`config.mk`:
```
export PLATFORM = sky130hd
export DESIGN_NAME = dfd_decode
export DESIGN_NICKNAME = d
export VERILOG_FILES = /design/src/hdl/dfd_pkg.sv /design/src/hdl/dfd_decode.sv /design/src/hdl/dfd_modulo.sv
export SDC_FILE = /design/constraint.sdc
export NUM_CORES = 1
export LEC_CHECK = 0
export BUFFER_PORTS_ARGS = -buffer_cell sky130_fd_sc_hd__clkbuf_2
export CAP_MARGIN = 40
export CORE_UTILIZATION = 30
export CTS_CLUSTER_SIZE = 40
export DETAILED_ROUTE_END_ITERATION = 16
export PLACE_DENSITY_LB_ADDON = 0.12
export REMOVE_ABC_BUFFERS = 1
export SLEW_MARGIN = 20
export SYNTH_ARGS = -nofsm -noshare
export SYNTH_HDL_FRONTEND = slang
export SYNTH_SLANG_ARGS = --single-unit
```
`constraint.sdc`:
```
create_clock -name clk_in -period 17.8 [get_ports clk_in]
set_input_delay 4.45 -clock clk_in [delete_from_list [all_inputs] [get_ports clk_in]]
set_output_delay 4.45 -clock clk_in [all_outputs]
set_load 0.02 [all_outputs]
```
`src/hdl/dfd_pkg.sv`:
```
// constants, field layouts and instruction patterns shared by the dsp
// instruction decoder and its modulo address helper.
// assumes one core clock, and that a 16-bit fetched word arrives with its pc.
// ****************************************************************************
// ****************************************************************************
package dfd_pkg;

  localparam int unsigned HALF_W   = 16;
  localparam int unsigned CODE_W   = 32;
  localparam int unsigned ADDR_W   = 32;
  localparam int unsigned RC_W     = 12;
  localparam int unsigned XY_W     = 16;
  localparam int unsigned FA_W     = 10;
  localparam int unsigned SEL_W    = 4;
  localparam int unsigned GRP_W    = 4;

  // group one-hot positions
  localparam int unsigned GRP_SYS  = 0;
  localparam int unsigned GRP_DDT  = 1;
  localparam int unsigned GRP_SDT  = 2;
  localparam int unsigned GRP_DOP  = 3;

  // leading six bits of a dsp word
  localparam int unsigned PFX_MSB  = 15;
  localparam int unsigned PFX_LSB  = 10;
  localparam logic [5:0]  PFX_DDT  = 6'h3c;
  localparam logic [5:0]  PFX_SDT  = 6'h3d;
  localparam logic [5:0]  PFX_DOP  = 6'h3e;
  localparam logic [5:0]  PFX_RSV  = 6'h3f;

  // transfer field (field a) and operation field (field b) layout
  localparam int unsigned XOP_MSB  = 3;
  localparam int unsigned XOP_LSB  = 2;
  localparam int unsigned YOP_MSB  = 1;
  localparam int unsigned YOP_LSB  = 0;
  localparam int unsigned ALU_MSB  = 7;
  localparam int unsigned ALU_LSB  = 4;
  localparam int unsigned MUL_BIT  = 14;

  // operand positions inside system control words, and the modulo end field of the ldmod register operand
  localparam int unsigned IMM_MSB  = 7;
  localparam int unsigned IMM_LSB  = 0;
  localparam int unsigned SEL_MSB  = 7;
  localparam int unsigned SEL_LSB  = 4;
  localparam logic [SEL_W-1:0] DSPREG_SEL_MIN = 4'h6;
  localparam int unsigned MOD_END_MSB = 31;
  localparam int unsigned MOD_END_LSB = 16;

  // system control patterns: mask and match
  localparam logic [15:0] M_RS     = 16'hf0ff;
  localparam logic [15:0] M_IMM    = 16'hff00;
  localparam logic [15:0] M_FULL   = 16'hffff;
  localparam logic [15:0] M_REG    = 16'hf00f;
  localparam logic [15:0] P_SETRC_R = 16'h4014;
  localparam logic [15:0] P_SETRC_I = 16'h8200;
  localparam logic [15:0] P_LDRS   = 16'h8c00;
  localparam logic [15:0] P_LDRE   = 16'h8e00;
  localparam logic [15:0] P_LDMOD  = 16'h405e;
  localparam logic [15:0] P_LDRS_R = 16'h406e;
  localparam logic [15:0] P_LDRE_R = 16'h407e;
  localparam logic [15:0] P_SETDMX = 16'h0098;
  localparam logic [15:0] P_SETDMY = 16'h00c8;
  localparam logic [15:0] P_CLRDM  = 16'h0088;
  localparam logic [15:0] P_LDSDSP = 16'h400a;
  localparam logic [15:0] P_STSDSP = 16'h000a;

  localparam logic [RC_W-1:0] RC_ONE = 12'h001;

  typedef enum logic [1:0] {
    ST_IDLE = 2'b01,
    ST_HALF = 2'b10
  } dfd_state_type;

  function automatic logic dfd_hit(input logic [15:0] word,
                                   input logic [15:0] mask,
                                   input logic [15:0] pat);
    dfd_hit = ((word & mask) == pat);
  endfunction : dfd_hit

endpackage : dfd_pkg

```
`src/hdl/dfd_decode.sv`:
```
// front-end decoder for the dsp extended instruction set.
// assumes the fetch path hands one 16-bit word per valid cycle, in program
// order, with its pc; a redirect makes fetch restart at the given pc.
`timescale 1ns/10ps
module dfd_decode
  import dfd_pkg::*;
(
  input  wire logic                          clk_in,
  input  wire logic                          rst_in,
  input  wire logic                          ce_in,
  input  wire logic                          fw_valid_in,
  input  wire logic [dfd_pkg::HALF_W-1:0]    fw_word_in,
  input  wire logic [dfd_pkg::ADDR_W-1:0]    fw_pc_in,
  input  wire logic                          priv_in,
  input  wire logic                          dsp_wr_in,
  input  wire logic                          dsp_wdata_in,
  input  wire logic [dfd_pkg::CODE_W-1:0]    opnd_in,
  input  wire logic [dfd_pkg::XY_W-1:0]      xy_addr_in,
  input  wire logic [dfd_pkg::XY_W-1:0]      xy_step_in,
  input  wire logic                          xy_is_y_in,
  output logic                               iss_valid_out,
  output logic      [dfd_pkg::GRP_W-1:0]     iss_grp_out,
  output logic      [dfd_pkg::CODE_W-1:0]    iss_code_out,
  output logic      [dfd_pkg::ADDR_W-1:0]    iss_pc_out,
  output logic                               iss_long_out,
  output logic      [dfd_pkg::FA_W-1:0]      xfer_field_out,
  output logic      [dfd_pkg::HALF_W-1:0]    op_field_out,
  output logic                               x_xfer_out,
  output logic                               y_xfer_out,
  output logic                               alu_op_out,
  output logic                               mul_op_out,
  output logic                               dspreg_acc_out,
  output logic                               dspreg_load_out,
  output logic      [dfd_pkg::SEL_W-1:0]     dspreg_sel_out,
  output logic                               illegal_out,
  output logic                               dsp_en_out,
  output logic                               rpt_active_out,
  output logic                               redirect_out,
  output logic      [dfd_pkg::ADDR_W-1:0]    redirect_pc_out,
  output logic      [dfd_pkg::XY_W-1:0]      xy_addr_next_out
);

  // **************************************************************************
  // state
  // **************************************************************************
  dfd_state_type         st_reg, st_next;
  logic [HALF_W-1:0]     upper_reg;
  logic [ADDR_W-1:0]     upper_pc_reg;
  logic                  dsp_en_reg;
  logic [RC_W-1:0]       rc_reg, rc_next;
  logic [ADDR_W-1:0]     rs_reg, rs_next;
  logic [ADDR_W-1:0]     re_reg, re_next;
  logic                  dmx_reg, dmx_next;
  logic                  dmy_reg, dmy_next;
  logic [XY_W-1:0]       ms_reg, ms_next;
  logic [XY_W-1:0]       me_reg, me_next;

  // **************************************************************************
  // word classification
  // **************************************************************************
  wire logic [5:0] pfx_w   = fw_word_in[PFX_MSB:PFX_LSB];
  wire logic       w_ddt   = (pfx_w == PFX_DDT);
  wire logic       w_sdt   = (pfx_w == PFX_SDT);
  wire logic       w_dop   = (pfx_w == PFX_DOP);
  wire logic       w_rsv   = (pfx_w == PFX_RSV);

  wire logic       c_setrc_r = dfd_hit(fw_word_in, M_RS, P_SETRC_R);
  wire logic       c_setrc_i = dfd_hit(fw_word_in, M_IMM, P_SETRC_I);
  wire logic       c_ldrs    = dfd_hit(fw_word_in, M_IMM, P_LDRS);
  wire logic       c_ldre    = dfd_hit(fw_word_in, M_IMM, P_LDRE);
  wire logic       c_ldmod   = dfd_hit(fw_word_in, M_RS, P_LDMOD);
  wire logic       c_ldrs_r  = dfd_hit(fw_word_in, M_RS, P_LDRS_R);
  wire logic       c_ldre_r  = dfd_hit(fw_word_in, M_RS, P_LDRE_R);
  wire logic       c_setdmx  = dfd_hit(fw_word_in, M_FULL, P_SETDMX);
  wire logic       c_setdmy  = dfd_hit(fw_word_in, M_FULL, P_SETDMY);
  wire logic       c_clrdm   = dfd_hit(fw_word_in, M_FULL, P_CLRDM);
  wire logic [SEL_W-1:0] sel_w = fw_word_in[SEL_MSB:SEL_LSB];
  wire logic       sel_dsp_w = (sel_w >= DSPREG_SEL_MIN);
  wire logic       c_lds     = dfd_hit(fw_word_in, M_REG, P_LDSDSP) && sel_dsp_w;
  wire logic       c_sts     = dfd_hit(fw_word_in, M_REG, P_STSDSP) && sel_dsp_w;

  wire logic       w_rpt = c_setrc_r | c_setrc_i | c_ldrs | c_ldre | c_ldrs_r | c_ldre_r;
  wire logic       w_mod = c_ldmod | c_setdmx | c_setdmy | c_clrdm;
  wire logic       w_sys = w_rpt | w_mod | c_lds | c_sts;
  wire logic       w_dsp = w_sys | w_ddt | w_sdt | w_dop | w_rsv;

  // **************************************************************************
  // word assembly and issue
  // **************************************************************************
  wire logic in_idle  = (st_reg == ST_IDLE);
  wire logic in_half  = (st_reg == ST_HALF);
  // a disabled dsp word never reaches an execution unit
  wire logic bad16    = in_idle && fw_valid_in && w_dsp && (!dsp_en_reg || w_rsv);
  wire logic take_up  = in_idle && fw_valid_in && w_dop && dsp_en_reg;
  wire logic take16   = in_idle && fw_valid_in && !take_up && !bad16;
  // lower half is whatever word follows, so any word alignment works
  wire logic take32   = in_half && fw_valid_in;
  wire logic issue_w  = take16 || take32;
  wire logic sys_go   = take16 && w_sys && dsp_en_reg;

  wire logic [CODE_W-1:0] code_w = take32 ? {upper_reg, fw_word_in}
                                          : {{HALF_W{1'b0}}, fw_word_in};
  wire logic [ADDR_W-1:0] pc_w   = take32 ? upper_pc_reg : fw_pc_in;

  wire logic [GRP_W-1:0] grp_w;
  assign grp_w[GRP_SYS] = take16 && w_sys;
  assign grp_w[GRP_DDT] = take16 && w_ddt;
  assign grp_w[GRP_SDT] = take16 && w_sdt;
  assign grp_w[GRP_DOP] = take32;

  // field a is the low part of the first word in both transfer forms
  wire logic [FA_W-1:0]   fa_w  = take32 ? upper_reg[FA_W-1:0] : fw_word_in[FA_W-1:0];
  wire logic [HALF_W-1:0] fb_w  = take32 ? fw_word_in : {HALF_W{1'b0}};
  wire logic              xy_ok = take32 || (take16 && w_ddt);
  wire logic              x_w   = xy_ok && (fa_w[XOP_MSB:XOP_LSB] != 2'h0);
  wire logic              y_w   = xy_ok && (fa_w[YOP_MSB:YOP_LSB] != 2'h0);
  wire logic              alu_w = take32 && (fb_w[ALU_MSB:ALU_LSB] != 4'h0);
  wire logic              mul_w = take32 && fb_w[MUL_BIT];

  always_comb begin
    st_next = st_reg;
    case (st_reg)
      ST_IDLE: begin
        if (take_up) begin
          st_next = ST_HALF;
        end
      end
      ST_HALF: begin
        if (fw_valid_in) begin
          st_next = ST_IDLE;
        end
      end
      default: begin
        st_next = ST_IDLE;
      end
    endcase
  end

  // **************************************************************************
  // repeat loop unit
  // **************************************************************************
  // loop back is decided when the end instruction issues, so fetch sees the
  // start pc in the very next cycle and no branch slot is spent
  wire logic rpt_act_w = (rc_reg != '0) && dsp_en_reg;
  wire logic loop_end  = issue_w && rpt_act_w && (pc_w == re_reg);
  wire logic loop_back = loop_end && (rc_reg != RC_ONE);
  wire logic [ADDR_W-1:0] disp_w =
    ADDR_W'({fw_word_in[IMM_MSB:IMM_LSB], 1'b0});

  always_comb begin
    rc_next = rc_reg;
    rs_next = rs_reg;
    re_next = re_reg;
    if (loop_end) begin
      rc_next = RC_W'(rc_reg - RC_ONE);
    end
    if (sys_go && c_setrc_r) begin
      rc_next = opnd_in[RC_W-1:0];
    end
    if (sys_go && c_setrc_i) begin
      rc_next = RC_W'(fw_word_in[IMM_MSB:IMM_LSB]);
    end
    if (sys_go && c_ldrs) begin
      rs_next = ADDR_W'(fw_pc_in + disp_w);
    end
    if (sys_go && c_ldre) begin
      re_next = ADDR_W'(fw_pc_in + disp_w);
    end
    if (sys_go && c_ldrs_r) begin
      rs_next = opnd_in;
    end
    if (sys_go && c_ldre_r) begin
      re_next = opnd_in;
    end
  end

  // **************************************************************************
  // modulo control
  // **************************************************************************
  always_comb begin
    dmx_next = dmx_reg;
    dmy_next = dmy_reg;
    ms_next  = ms_reg;
    me_next  = me_reg;
    if (sys_go && c_setdmx) begin
      dmx_next = 1'b1;
      dmy_next = 1'b0;
    end
    if (sys_go && c_setdmy) begin
      dmx_next = 1'b0;
      dmy_next = 1'b1;
    end
    if (sys_go && c_clrdm) begin
      dmx_next = 1'b0;
      dmy_next = 1'b0;
    end
    if (sys_go && c_ldmod) begin
      me_next = opnd_in[MOD_END_MSB:MOD_END_LSB];
      ms_next = opnd_in[XY_W-1:0];
    end
  end

  wire logic [XY_W-1:0] xy_next_w;
  wire logic            wrap_en_w = dsp_en_reg && (xy_is_y_in ? dmy_reg : dmx_reg);

  dfd_modulo u_modulo (
    .addr_in    (xy_addr_in),
    .step_in    (xy_step_in),
    .start_in   (ms_reg),
    .end_in     (me_reg),
    .wrap_en_in (wrap_en_w),
    .next_out   (xy_next_w)
  );

  // only a privileged write may change the enable
  wire logic dsp_en_next = (dsp_wr_in && priv_in) ? dsp_wdata_in : dsp_en_reg;

  // **************************************************************************
  // registers
  // **************************************************************************
  always_ff @(posedge clk_in or posedge rst_in) begin
    if (rst_in) begin
      st_reg       <= ST_IDLE;
      upper_reg    <= '0;
      upper_pc_reg <= '0;
      dsp_en_reg   <= 1'b0;
      rc_reg       <= '0;
      rs_reg       <= '0;
      re_reg       <= '0;
      dmx_reg      <= 1'b0;
      dmy_reg      <= 1'b0;
      ms_reg       <= '0;
      me_reg       <= '0;
    end else if (ce_in) begin
      st_reg       <= st_next;
      if (take_up) begin
        upper_reg    <= fw_word_in;
        upper_pc_reg <= fw_pc_in;
      end
      dsp_en_reg   <= dsp_en_next;
      rc_reg       <= rc_next;
      rs_reg       <= rs_next;
      re_reg       <= re_next;
      dmx_reg      <= dmx_next;
      dmy_reg      <= dmy_next;
      ms_reg       <= ms_next;
      me_reg       <= me_next;
    end
  end

  // issue stage: all fields of one instruction leave in the same cycle
  always_ff @(posedge clk_in or posedge rst_in) begin
    if (rst_in) begin
      iss_valid_out    <= 1'b0;
      iss_grp_out      <= '0;
      iss_code_out     <= '0;
      iss_pc_out       <= '0;
      iss_long_out     <= 1'b0;
      xfer_field_out   <= '0;
      op_field_out     <= '0;
      x_xfer_out       <= 1'b0;
      y_xfer_out       <= 1'b0;
      alu_op_out       <= 1'b0;
      mul_op_out       <= 1'b0;
      dspreg_acc_out   <= 1'b0;
      dspreg_load_out  <= 1'b0;
      dspreg_sel_out   <= '0;
      illegal_out      <= 1'b0;
    end else if (ce_in) begin
      iss_valid_out    <= issue_w;
      iss_grp_out      <= grp_w;
      iss_code_out     <= code_w;
      iss_pc_out       <= (issue_w || bad16) ? pc_w : iss_pc_out;
      iss_long_out     <= take32;
      xfer_field_out   <= fa_w;
      op_field_out     <= fb_w;
      x_xfer_out       <= x_w;
      y_xfer_out       <= y_w;
      alu_op_out       <= alu_w;
      mul_op_out       <= mul_w;
      dspreg_acc_out   <= sys_go && (c_lds || c_sts);
      dspreg_load_out  <= sys_go && c_lds;
      dspreg_sel_out   <= sel_w;
      illegal_out      <= bad16;
    end
  end

  always_ff @(posedge clk_in or posedge rst_in) begin
    if (rst_in) begin
      dsp_en_out       <= 1'b0;
      rpt_active_out   <= 1'b0;
      redirect_out     <= 1'b0;
      redirect_pc_out  <= '0;
      xy_addr_next_out <= '0;
    end else if (ce_in) begin
      dsp_en_out       <= dsp_en_next;
      rpt_active_out   <= (rc_next != '0) && dsp_en_next;
      redirect_out     <= loop_back;
      redirect_pc_out  <= loop_back ? rs_reg : redirect_pc_out;
      xy_addr_next_out <= xy_next_w;
    end
  end

endmodule : dfd_decode

```
`src/hdl/dfd_modulo.sv`:
```
// next x/y pointer with optional wrap from buffer end back to buffer start.
// assumes the caller registers the result; this module is purely combinational.
`timescale 1ns/10ps
module dfd_modulo
  import dfd_pkg::*;
(
  input  wire logic [dfd_pkg::XY_W-1:0] addr_in,
  input  wire logic [dfd_pkg::XY_W-1:0] step_in,
  input  wire logic [dfd_pkg::XY_W-1:0] start_in,
  input  wire logic [dfd_pkg::XY_W-1:0] end_in,
  input  wire logic                     wrap_en_in,
  output logic      [dfd_pkg::XY_W-1:0] next_out
);
  wire logic [XY_W-1:0] sum_w = XY_W'(addr_in + step_in);
  wire logic            at_end_w = wrap_en_in && (addr_in == end_in);

  // wrap compares the current pointer, so step must land exactly on the end
  assign next_out = at_end_w ? start_in : sum_w;
endmodule : dfd_modulo

```
==> reports/qor.txt, run 1 <==
CTS tree -> yes
Sequential-to-total area share from yosys stat -> 49.5%
Finish-stage setup viols -> 0
Skew-Pair Late Insertion Delay -> 0.56 ns
Area occupied by multi-input gates -> 0.00738 mm²
Vias in the first global route -> 13000
Post-Syn Area -> 0.0158 mm²
Clock Sinks -> 312
Dominant cell type by area after synthesis -> dfrtp_1
Layout cells sized above 1 -> 26.3%
Crit path DAT -> 8.20 ns
Max Freq -> 129 MHz
DRT Pass-1 Iters -> 7
Tot GR Track Use -> 21.2%
Filler instances -> 5193
Max IR drop VDD -> 0.0482 mV
I/O pin count -> 278
Starting density of the core -> 30.6%
Post-Synthesis Cells -> 1604
Crit path cell chain -> clkbuf_2 > nand3b_1 > buf_4 > mux2i_1 > o2111ai_1 > a2111oi_1 > nand3_1 > nor3_4 > nand3_1 > buf_4 > mux2_1
Setup TNS -> 0 ns
Initial antenna violation count -> 4
Hpwl dp -> 41.4 mm
Post-synthesis register bit count -> 312
Nets -> 2005
FF-to-FF path depth -> 10
Leakage -> 0.00936 µW
Vias per cell -> 5.06
Area grow syn2layout -> 22.3%
Yosys cell types -> 76
Hold path endpoint -> upper_reg[15]
Max cap viols -> 0
Pwr per Cell Area -> 96.1 mW/mm²
Top post-synthesis cells by area -> dfrtp_1 (49%), mux2_2 (6.8%), nand2_1 (4.9%), nor2_1 (3.7%), o21ai_0 (3.5%)
CTS Hold Buffers Added -> 0
Largest family of logic cells by synthesized area -> simple AND/OR/NAND/NOR gates
Reg-to-Reg Start -> st_reg[0]
Register area -> 0.00781 mm²
Period minus WS final -> 7.77 ns
Global route overflow -> 0
Num rows -> 83
Antenna diodes -> 0
Post-synth EDFFs -> 0
Hold path startpoint -> upper_reg[15]
Final total power -> 1860 µW
Final wirelength -> 56.6 mm
Dpl cell area -> 0.0180 mm²
Via count -> 13000
R2r setup slk -> 13.48 ns
Outcome -> complete, no violations
Synth Area in Adders -> 2.31%
Post-synth ARST share -> 100%
WHS Path Cells -> 1
Synth Warn # -> 0
Final Hold Fails -> 0
Design area -> 0.0193 mm²
Critical path endpoint category -> flip-flop
Die area -> 0.0536 mm²
Rel. slew slack -> 47.9%
WHS -> 0.466 ns
Final clock skew -> 0.00923 ns
Clk pin slew, worst setup/hold paths -> 0.06 ns
Crit-path slowest cell -> buf_4
CTS resizes -> 0
Clock tree buffer depth -> 3
Post-DRT Antenna Nets -> 0
FF-to-FF End -> redirect_pc_out[20]
RSZ-0062 raised after global routing -> false
Mux cell area share after synthesis -> 10.5%
Die span in y -> 231 µm
Worst Tran Pin Value -> 0.781 ns
PortBufs -> 277
Core footprint -> 0.0516 mm²
Synth cell count leaders -> dfrtp_1 (311), nand2_1 (207), nor2_1 (154), o21ai_0 (109), mux2_2 (95)
H-tree levels -> 2
Global-route wire length before repair -> 84.8 mm
CP peak stage delay -> 0.57 ns
Synth Flop Type -> dfrtp_1
Remaining routing DRC violations -> 0
Crit-path max FO -> 52
CP Class -> primary input to flip-flop
Critical Path Source Type -> primary input
Worst EP required -> 18.23 ns
Postcts setup bufs -> 0
Average wire per standard cell -> 22.1 µm
Hold WC Path Type -> flip-flop to flip-flop
Syn_area_per_cell -> 9.84 µm²
Top-count cell post-synth -> dfrtp_1
Placer congestion estimate -> 0.856
Initial DRC Count -> 1042
Die Span X -> 231 µm
Final Max Tran Viols -> 0
Period utilisation layout -> 43.6%
Synth top area share -> 49.3%
Xor/xnor share of the synthesized area -> 4.38%
Root Driver -> clkbuf_16
Synth Area in Compound Gates -> 13.9%
TritonCTS buffer count -> 38
Largest net degree at the start of global routing -> 108
Synth Area in Simple Gates -> 15.3%
==> through the flow <==
stage                     setup WS, ns  std cells  utilization, %
after floorplan                   4.72       1507               -
after global placement            9.53       2485            34.5
after detailed placement          9.45       2496            34.9
after CTS                        10.05       2566            37.4
after global routing              9.77       2567            37.4
final                            10.03       2567            37.4
==> power by group <==
group,internal (µW),switching [µW]
clock,490,322
combinational,90.7,177
sequential,748,29.0
total,1330,527
==> cells by family after synthesis <==
| group | Yosys count |
|---|---|
| AND/OR/NAND/NOR | 525 |
| AO/OA/AOI/OAI | 346 |
| flip-flops | 312 |
| buffers and inverters | 161 |
| multiplexers | 153 |
| XOR/XNOR | 79 |
| adder cells (fa/ha/maj) | 28 |
==> layout make-up <==
| class | count | area share, % |
|---|---|---|
| Tap cell | 680 | 4.40 |
| Clock inverter | 12 | 0.745 |
| Clock buffer | 58 | 5.95 |
| Sequential cell | 312 | 40.4 |
| Multi-Input combinational cell | 1131 | 38.2 |
| Inverter | 64 | 1.28 |
| Timing Repair Buffer | 310 | 9.00 |
==> worst max-delay path: cells and delay by family <==
family	cells	cell delay, ns
AO/OA/AOI/OAI	2	0.71
AND/OR/NAND/NOR	4	1.17
buffers and inverters	3	1.07
multiplexers	2	0.76
==> per-layer routing <==
metal  global-route usage [%]  wire [µm]
met1                     29.6      26100
met2                     33.8      26500
met3                     4.29       3120
met4                     4.53        941
met5                        0         11
==> worst max path at each step <==
stage                            from             endpoint  slack, ns  depth (start not counted)
after floorplan                rst_in           alu_op_out       4.72                          1
after global placement    fw_valid_in  redirect_pc_out[20]       9.53                         11
after detailed placement  fw_valid_in  redirect_pc_out[20]       9.45                         11
after CTS                 fw_valid_in  redirect_pc_out[20]      10.05                         11
after global routing      fw_valid_in  redirect_pc_out[20]       9.77                         11
final                     fw_valid_in  redirect_pc_out[20]      10.03                         11
==> cell usage in the layout (no fill, tap or decap), types with 6 or more instances in the layout <==
| cell | instances |
|---|---|
| a21o_1 | 15 |
| a21oi_1 | 81 |
| a31oi_1 | 44 |
| buf_4 | 25 |
| clkbuf_1 | 11 |
| clkbuf_16 | 41 |
| clkbuf_2 | 276 |
| clkbuf_8 | 6 |
| clkinv_2 | 6 |
| dfrtp_1 | 311 |
| ha_1 | 26 |
| inv_1 | 62 |
| mux2_1 | 12 |
| mux2_2 | 95 |
| mux2i_1 | 46 |
| nand2_1 | 207 |
| nand2b_1 | 11 |
| nand3_1 | 26 |
| nand4_1 | 14 |
| nor2_1 | 153 |
| nor2b_1 | 14 |
| nor3_1 | 25 |
| nor3b_1 | 6 |
| nor4_1 | 15 |
| o2111ai_1 | 6 |
| o21ai_0 | 109 |
| o22ai_1 | 8 |
| o2bb2ai_1 | 24 |
| or2_2 | 9 |
| or3_1 | 6 |
| xnor2_1 | 44 |
| xor2_1 | 35 |
(Power assumes the default switching activity.)
==> run 2: changes to the inputs <==
==> constraint.sdc (replaced) <==
create_clock -name clk_in -period 7.45 [get_ports clk_in]
set_input_delay 1.8625 -clock clk_in [delete_from_list [all_inputs] [get_ports clk_in]]
set_output_delay 1.8625 -clock clk_in [all_outputs]
set_load 0.02 [all_outputs]
==> run 2 against run 1 <==
- core utilization fell by 0.063 points
- register-to-register slack got worse by 10 ns
- via count rose by 0.12%
- critical path depth did not move
- largest power group unchanged
- sequential power rose by 140%
- cell count fell by 0.12%
- clock power rose by 140%
- sequential cell count did not move
- wire length fell by 0.74%
- combinational power rose by 140%
- die area did not move
==> reports/qor.txt, run 2 (synthesis results as in run 1) <==
Outcome -> complete, no violations
Max Freq -> 193 MHz
Num rows -> 83
Post-DRT Antenna Nets -> 0
Clock tree buffer depth -> 3
Max cap viols -> 0
Critical Path Source Type -> primary input
Pwr per Cell Area -> 229 mW/mm²
Starting density of the core -> 30.6%
Dpl ws -> 1.63 ns
Initial DRC Count -> 921
DRT Pass-1 Iters -> 5
Layout cells sized above 1 -> 26.3%
Clock power frac -> 43.5%
Final Hold Fails -> 0
Worst Tran Pin Value -> 0.826 ns
I/O pin count -> 278
Combinational power share -> 14.4%
Remaining routing DRC violations -> 0
Hpwl dp -> 41.1 mm
CTS Hold Buffers Added -> 0
Hold WC Path Type -> flip-flop to flip-flop
Buffers plus inverters on the worst setup path -> 3
Final Max Tran Viols -> 0
Switching power -> 1250 µW
CTS tree -> yes
Worst EP required -> 7.88 ns
CP delay by family, top -> simple AND/OR/NAND/NOR gates
Postcts setup bufs -> 0
Largest net degree at the start of global routing -> 121
Final clock skew -> 0.0189 ns
Fin worst setup slack -> 2.27 ns
Finish-stage setup viols -> 0
CP Class -> primary input to flip-flop
Crit path cell chain -> clkbuf_2 > nand3b_1 > buf_4 > mux2i_1 > o2111ai_1 > a2111oi_1 > nand3_1 > nor3_4 > nand3_1 > buf_4 > mux2_1
Leakage -> 0.00935 µW
Via count -> 13000
Critical path endpoint category -> flip-flop
Setup TNS -> 0 ns
CP peak stage delay -> 0.65 ns
Most common cell after layout, fill and taps aside -> dfrtp_1
Average wire per standard cell -> 21.9 µm
Final wirelength -> 56.2 mm
Root Driver -> clkbuf_16
Clk pin slew, worst setup/hold paths -> 0.06 ns
H-tree levels -> 2
Sw Share -> 28.2%
CTS resizes -> 0
Max IR drop VDD -> 0.136 mV
Register area -> 0.00781 mm²
Area occupied by multi-input gates -> 0.00738 mm²
Initial antenna violation count -> 3
Area grow syn2layout -> 22.1%
Crit path DAT -> 5.61 ns
Placer congestion estimate -> 0.852
Filler instances -> 5260
PortBufs -> 277
Crit-path max FO -> 55
Vias in the first global route -> 12900
Global route overflow -> 0
Global-route wire length before repair -> 84.3 mm
Vias per cell -> 5.07
Tot GR Track Use -> 21.0%
Die Span X -> 231 µm
Pint -> 3170 µW
Placed insts -> 2493
Skew-Pair Late Insertion Delay -> 0.55 ns
Nets -> 2003
Final Instance Count excl. Fillers -> 2564
Period minus WS final -> 5.18 ns
Core footprint -> 0.0516 mm²
TritonCTS buffer count -> 38
Die span in y -> 231 µm
Most frequent cells in the layout -> dfrtp_1 (311), clkbuf_2 (276), nand2_1 (207), nor2_1 (153), o21ai_0 (109)
Sequential Power Share -> 42.1%
WHS -> 0.468 ns
Period utilisation layout -> 69.6%
Crit-path slowest cell -> buf_4
RSZ-0062 raised after global routing -> false
Antenna diodes -> 0
Die area -> 0.0536 mm²
Clock Sinks -> 312
Rel. slew slack -> 44.9%
run 2: cell types whose count changed in the layout (fill, tap and decap cells not counted):
cell,previous run,this run
clkbuf_8,6,10
buf_16,4,2
buf_4,25,23
clkbuf_1,11,9
buf_12,1,2
buf_2,2,1
buf_6,0,1
bufinv_16,3,2
clkdlybuf4s18_2,0,1
clkinv_4,1,0
clkinvlp_4,2,1
run 2: power by group through the flow:
stage               registers, µW  logic (µW)  clock network (µW)
finish                       1860         636                1920
CTS                          1860         641                1990
detailed placement           1890         639                   0
global placement             1890         635                   0
floorplan                    1950         278                   0
global route                 1870         701                2050
run 2: per-stage QoR:
stage | area (µm²) | utilization, % | power (µW)
floorplan | 15400 | - | 2230
global placement | 17800 | 34.6 | 2530
detailed placement | 17900 | 34.7 | 2530
CTS | 19200 | 37.3 | 4490
global route | 19300 | 37.4 | 4620
finish | 19300 | 37.4 | 4420
run 2: metal layers:
metal  global-route usage [%]  vias up  share of wire (%)
met1                     29.0     6482                 46
met3                     4.00       68                5.6
met5                        0        -              0.023
met4                     5.26        2                1.8
met2                     33.8      321                 47
li1                         -     6120                  -
run 2: area by class of cell:
class / count / share of cell area, %
Timing Repair Buffer: 308 / 8.84
Clock buffer: 60 / 6.21
Sequential cell: 312 / 40.5
Multi-Input combinational cell: 1131 / 38.2
Inverter: 64 / 1.28
Tap cell: 680 / 4.41
Clock inverter: 9 / 0.506
run 2: worst reg2reg max path, delay by kind of cell, from the launching register on:
family	cells	cell delay, ns
multiplexers	2	0.81
AND/OR/NAND/NOR	4	1.17
buffers and inverters	2	1.01
flip-flops	1	0.58
AO/OA/AOI/OAI	2	0.65
run 2: final timing paths:
| kind | slack [ns] | cells past startpoint | startpoint | endpoint |
|---|---|---|---|---|
| max in group asynchronous | 4.90 | 3 | rst_in | redirect_pc_out[26] |
| worst min-delay path | 0.47 | 1 | upper_reg[15] | upper_reg[15] |
| min in group asynchronous | 1.39 | 2 | rst_in | iss_code_out[7] |
| worst max-delay path | 2.27 | 11 | fw_valid_in | redirect_pc_out[20] |
| worst max register to register | 3.11 | 10 | st_reg[0] | redirect_pc_out[20] |
| worst min register to register | 0.47 | 1 | upper_reg[15] | upper_reg[15] |
==> run 3: changes to the inputs <==
==> constraint.sdc (replaced) <==
create_clock -name clk_in -period 5.4 [get_ports clk_in]
set_input_delay 1.35 -clock clk_in [delete_from_list [all_inputs] [get_ports clk_in]]
set_output_delay 1.35 -clock clk_in [all_outputs]
set_load 0.02 [all_outputs]
==> run 3 against run 2 <==
- register-to-register slack got worse by 1.7 ns
- via count is essentially flat
- die area unchanged
- sequential share of layout area decreased by 0.30 points
- clock power increased by 49%
- worst hold slack worse by 0.0028 ns
- global-route usage increased by 0.096 points
- sequential cell count is the same
- critical path depth up 3
- combinational power increased by 39%
- critical path type unchanged
- critical endpoint is now rpt_active_out
- largest cell class unchanged
==> reports/qor.txt, run 3 (synthesis results as in run 1) <==
Global-route wire length before repair -> 84.5 mm
CTS Hold Buffers Added -> 0
Setup TNS -> 0 ns
Average wire per standard cell -> 21.9 µm
Crit-path max FO -> 23
Filler instances -> 5187
Die span in y -> 231 µm
Final clock skew -> 0.0181 ns
Clock power frac -> 45.4%
Global route overflow -> 0
Placer congestion estimate -> 0.875
Clock tree buffer depth -> 3
Critical Path Source Type -> primary input
Design area -> 0.0194 mm²
Period minus WS final -> 4.31 ns
Core footprint -> 0.0516 mm²
Final Hold Fails -> 0
CP Class -> primary input to flip-flop
Placed insts -> 2499
Finish-stage setup viols -> 0
Largest net degree at the start of global routing -> 106
Period utilisation layout -> 79.9%
Postcts setup bufs -> 0
Crit path DAT -> 4.73 ns
H-tree levels -> 2
Dpl cell area -> 0.0180 mm²
Remaining routing DRC violations -> 0
Tot GR Track Use -> 21.1%
Area grow syn2layout -> 23.1%
Worst EP required -> 5.82 ns
Via count -> 13000
Layout cells sized above 1 -> 26.7%
Sequential Power Share -> 40.6%
WHS -> 0.465 ns
Sw Share -> 27.8%
Nets -> 2011
Layout Utilization -> 37.6%
Root Driver -> clkbuf_16
Combinational power share -> 14.0%
Clock Sinks -> 312
Max Freq -> 232 MHz
Crit-path slowest cell -> a2111oi_1
Switching power -> 1760 µW
Reg-to-Reg Start -> st_reg[0]
CTS tree -> yes
Critical Path Start -> fw_valid_in
Rel. slew slack -> 48.6%
Die Span X -> 231 µm
Leakage -> 0.00943 µW
Hold WC Path Type -> flip-flop to flip-flop
Buffers plus inverters on the worst setup path -> 3
Pwr per Cell Area -> 325 mW/mm²
Hpwl dp -> 41.3 mm
Final Instance Count excl. Fillers -> 2573
PortBufs -> 277
Vias per cell -> 5.05
Starting density of the core -> 30.6%
Hold path startpoint -> upper_reg[15]
Final Max Tran Viols -> 0
Pint -> 4560 µW
Crit path cell chain -> clkbuf_2 > nand3b_1 > buf_4 > mux2i_1 > o22ai_1 > a2111oi_1 > buf_4 > nand3_1 > nor3_4 > mux2i_1 > a221o_1 > a221oi_2 > o2111a_1 > a31oi_1
Most common cell after layout, fill and taps aside -> dfrtp_1
Max IR drop VDD -> 0.183 mV
Num rows -> 83
Post-DRT Antenna Nets -> 0
Vias in the first global route -> 12900
Final wirelength -> 56.5 mm
DRT Pass-1 Iters -> 5
CTS resizes -> 0
Max cap viols -> 0
I/O pin count -> 278
Clk pin slew, worst setup/hold paths -> 0.06 ns
Die area -> 0.0536 mm²
Initial antenna violation count -> 3
RSZ-0062 raised after global routing -> false
Initial DRC Count -> 994
TritonCTS buffer count -> 40
Critical path endpoint category -> flip-flop
Skew-Pair Late Insertion Delay -> 0.57 ns
CP delay by family, top -> compound AO/OA/AOI/OAI gates
Outcome -> complete, no violations
Most frequent cells in the layout -> dfrtp_1 (311), clkbuf_2 (276), nand2_1 (207), nor2_1 (153), o21ai_0 (109)
CP peak stage delay -> 0.42 ns
Worst Tran Pin Value -> 0.772 ns
run 3: cell count changes in the layout (fill, tap and decap cells not counted), sizes merged:
cell / delta
bufinv: +3
clkinv: -1
clkdlybuf4s18: -1
diode: +1
clkinvlp: -1
clkbuf: -1
buf: +7
inv: +2
run 3: area by class of cell:
| cell class | count | area [µm²] | area share, % |
|---|---|---|---|
| Timing Repair Buffer | 314 | 1740 | 8.96 |
| Sequential cell | 312 | 7810 | 40.2 |
| Multi-Input combinational cell | 1131 | 7370 | 37.9 |
| Clock buffer | 59 | 1210 | 6.25 |
| Tap cell | 680 | 851 | 4.38 |
| Inverter | 64 | 248 | 1.28 |
| Antenna cell | 1 | 2.50 | 0.0129 |
| Clock inverter | 12 | 193 | 0.992 |
run 3: final timing paths:
| check | slack, ns | end | depth (start not counted) |
|---|---|---|---|
| max | 1.09 | rpt_active_out | 14 |
| min | 0.47 | upper_reg[15] | 1 |
| max reg2reg | 1.42 | rpt_active_out | 13 |
| min reg2reg | 0.47 | upper_reg[15] | 1 |
| max in group asynchronous | 3.36 | re_reg[4] | 4 |
| min in group asynchronous | 0.70 | upper_reg[12] | 2 |
run 3: metrics by stage:
step,power [µW],setup slack (ns)
after global placement,3490,0.628
after floorplan,3080,-4.58
final,6310,1.09
after detailed placement,3490,0.545
after CTS,6400,1.15
after global routing,6590,0.777
run 3: layer usage:
metal | share of wire [%] | vias up | track usage (%)
li1 | - | 6134 | -
met1 | 46 | 6448 | 29.9
met2 | 46 | 347 | 32.9
met3 | 5.7 | 63 | 4.33
met4 | 1.8 | 2 | 4.90
met5 | 0.023 | - | 0
run 3: power groups by stage:
stage	sequential (µW)	combinational [µW]	clock (µW)
after detailed placement	2600	891	0
final	2560	883	2870
after CTS	2560	894	2940
after floorplan	2700	383	0
after global placement	2600	887	0
after global routing	2580	973	3040
run 3: worst register-to-register path, cell delays in order (launching register included):
cell	delay, ns
dfstp_2	0.58
nand3b_1	0.24
buf_4	0.40
mux2i_1	0.34
o22ai_1	0.15
a2111oi_1	0.42
buf_4	0.19
nand3_1	0.27
nor3_4	0.35
mux2i_1	0.11
a221o_1	0.31
a221oi_2	0.19
o2111a_1	0.21
a31oi_1	0.07
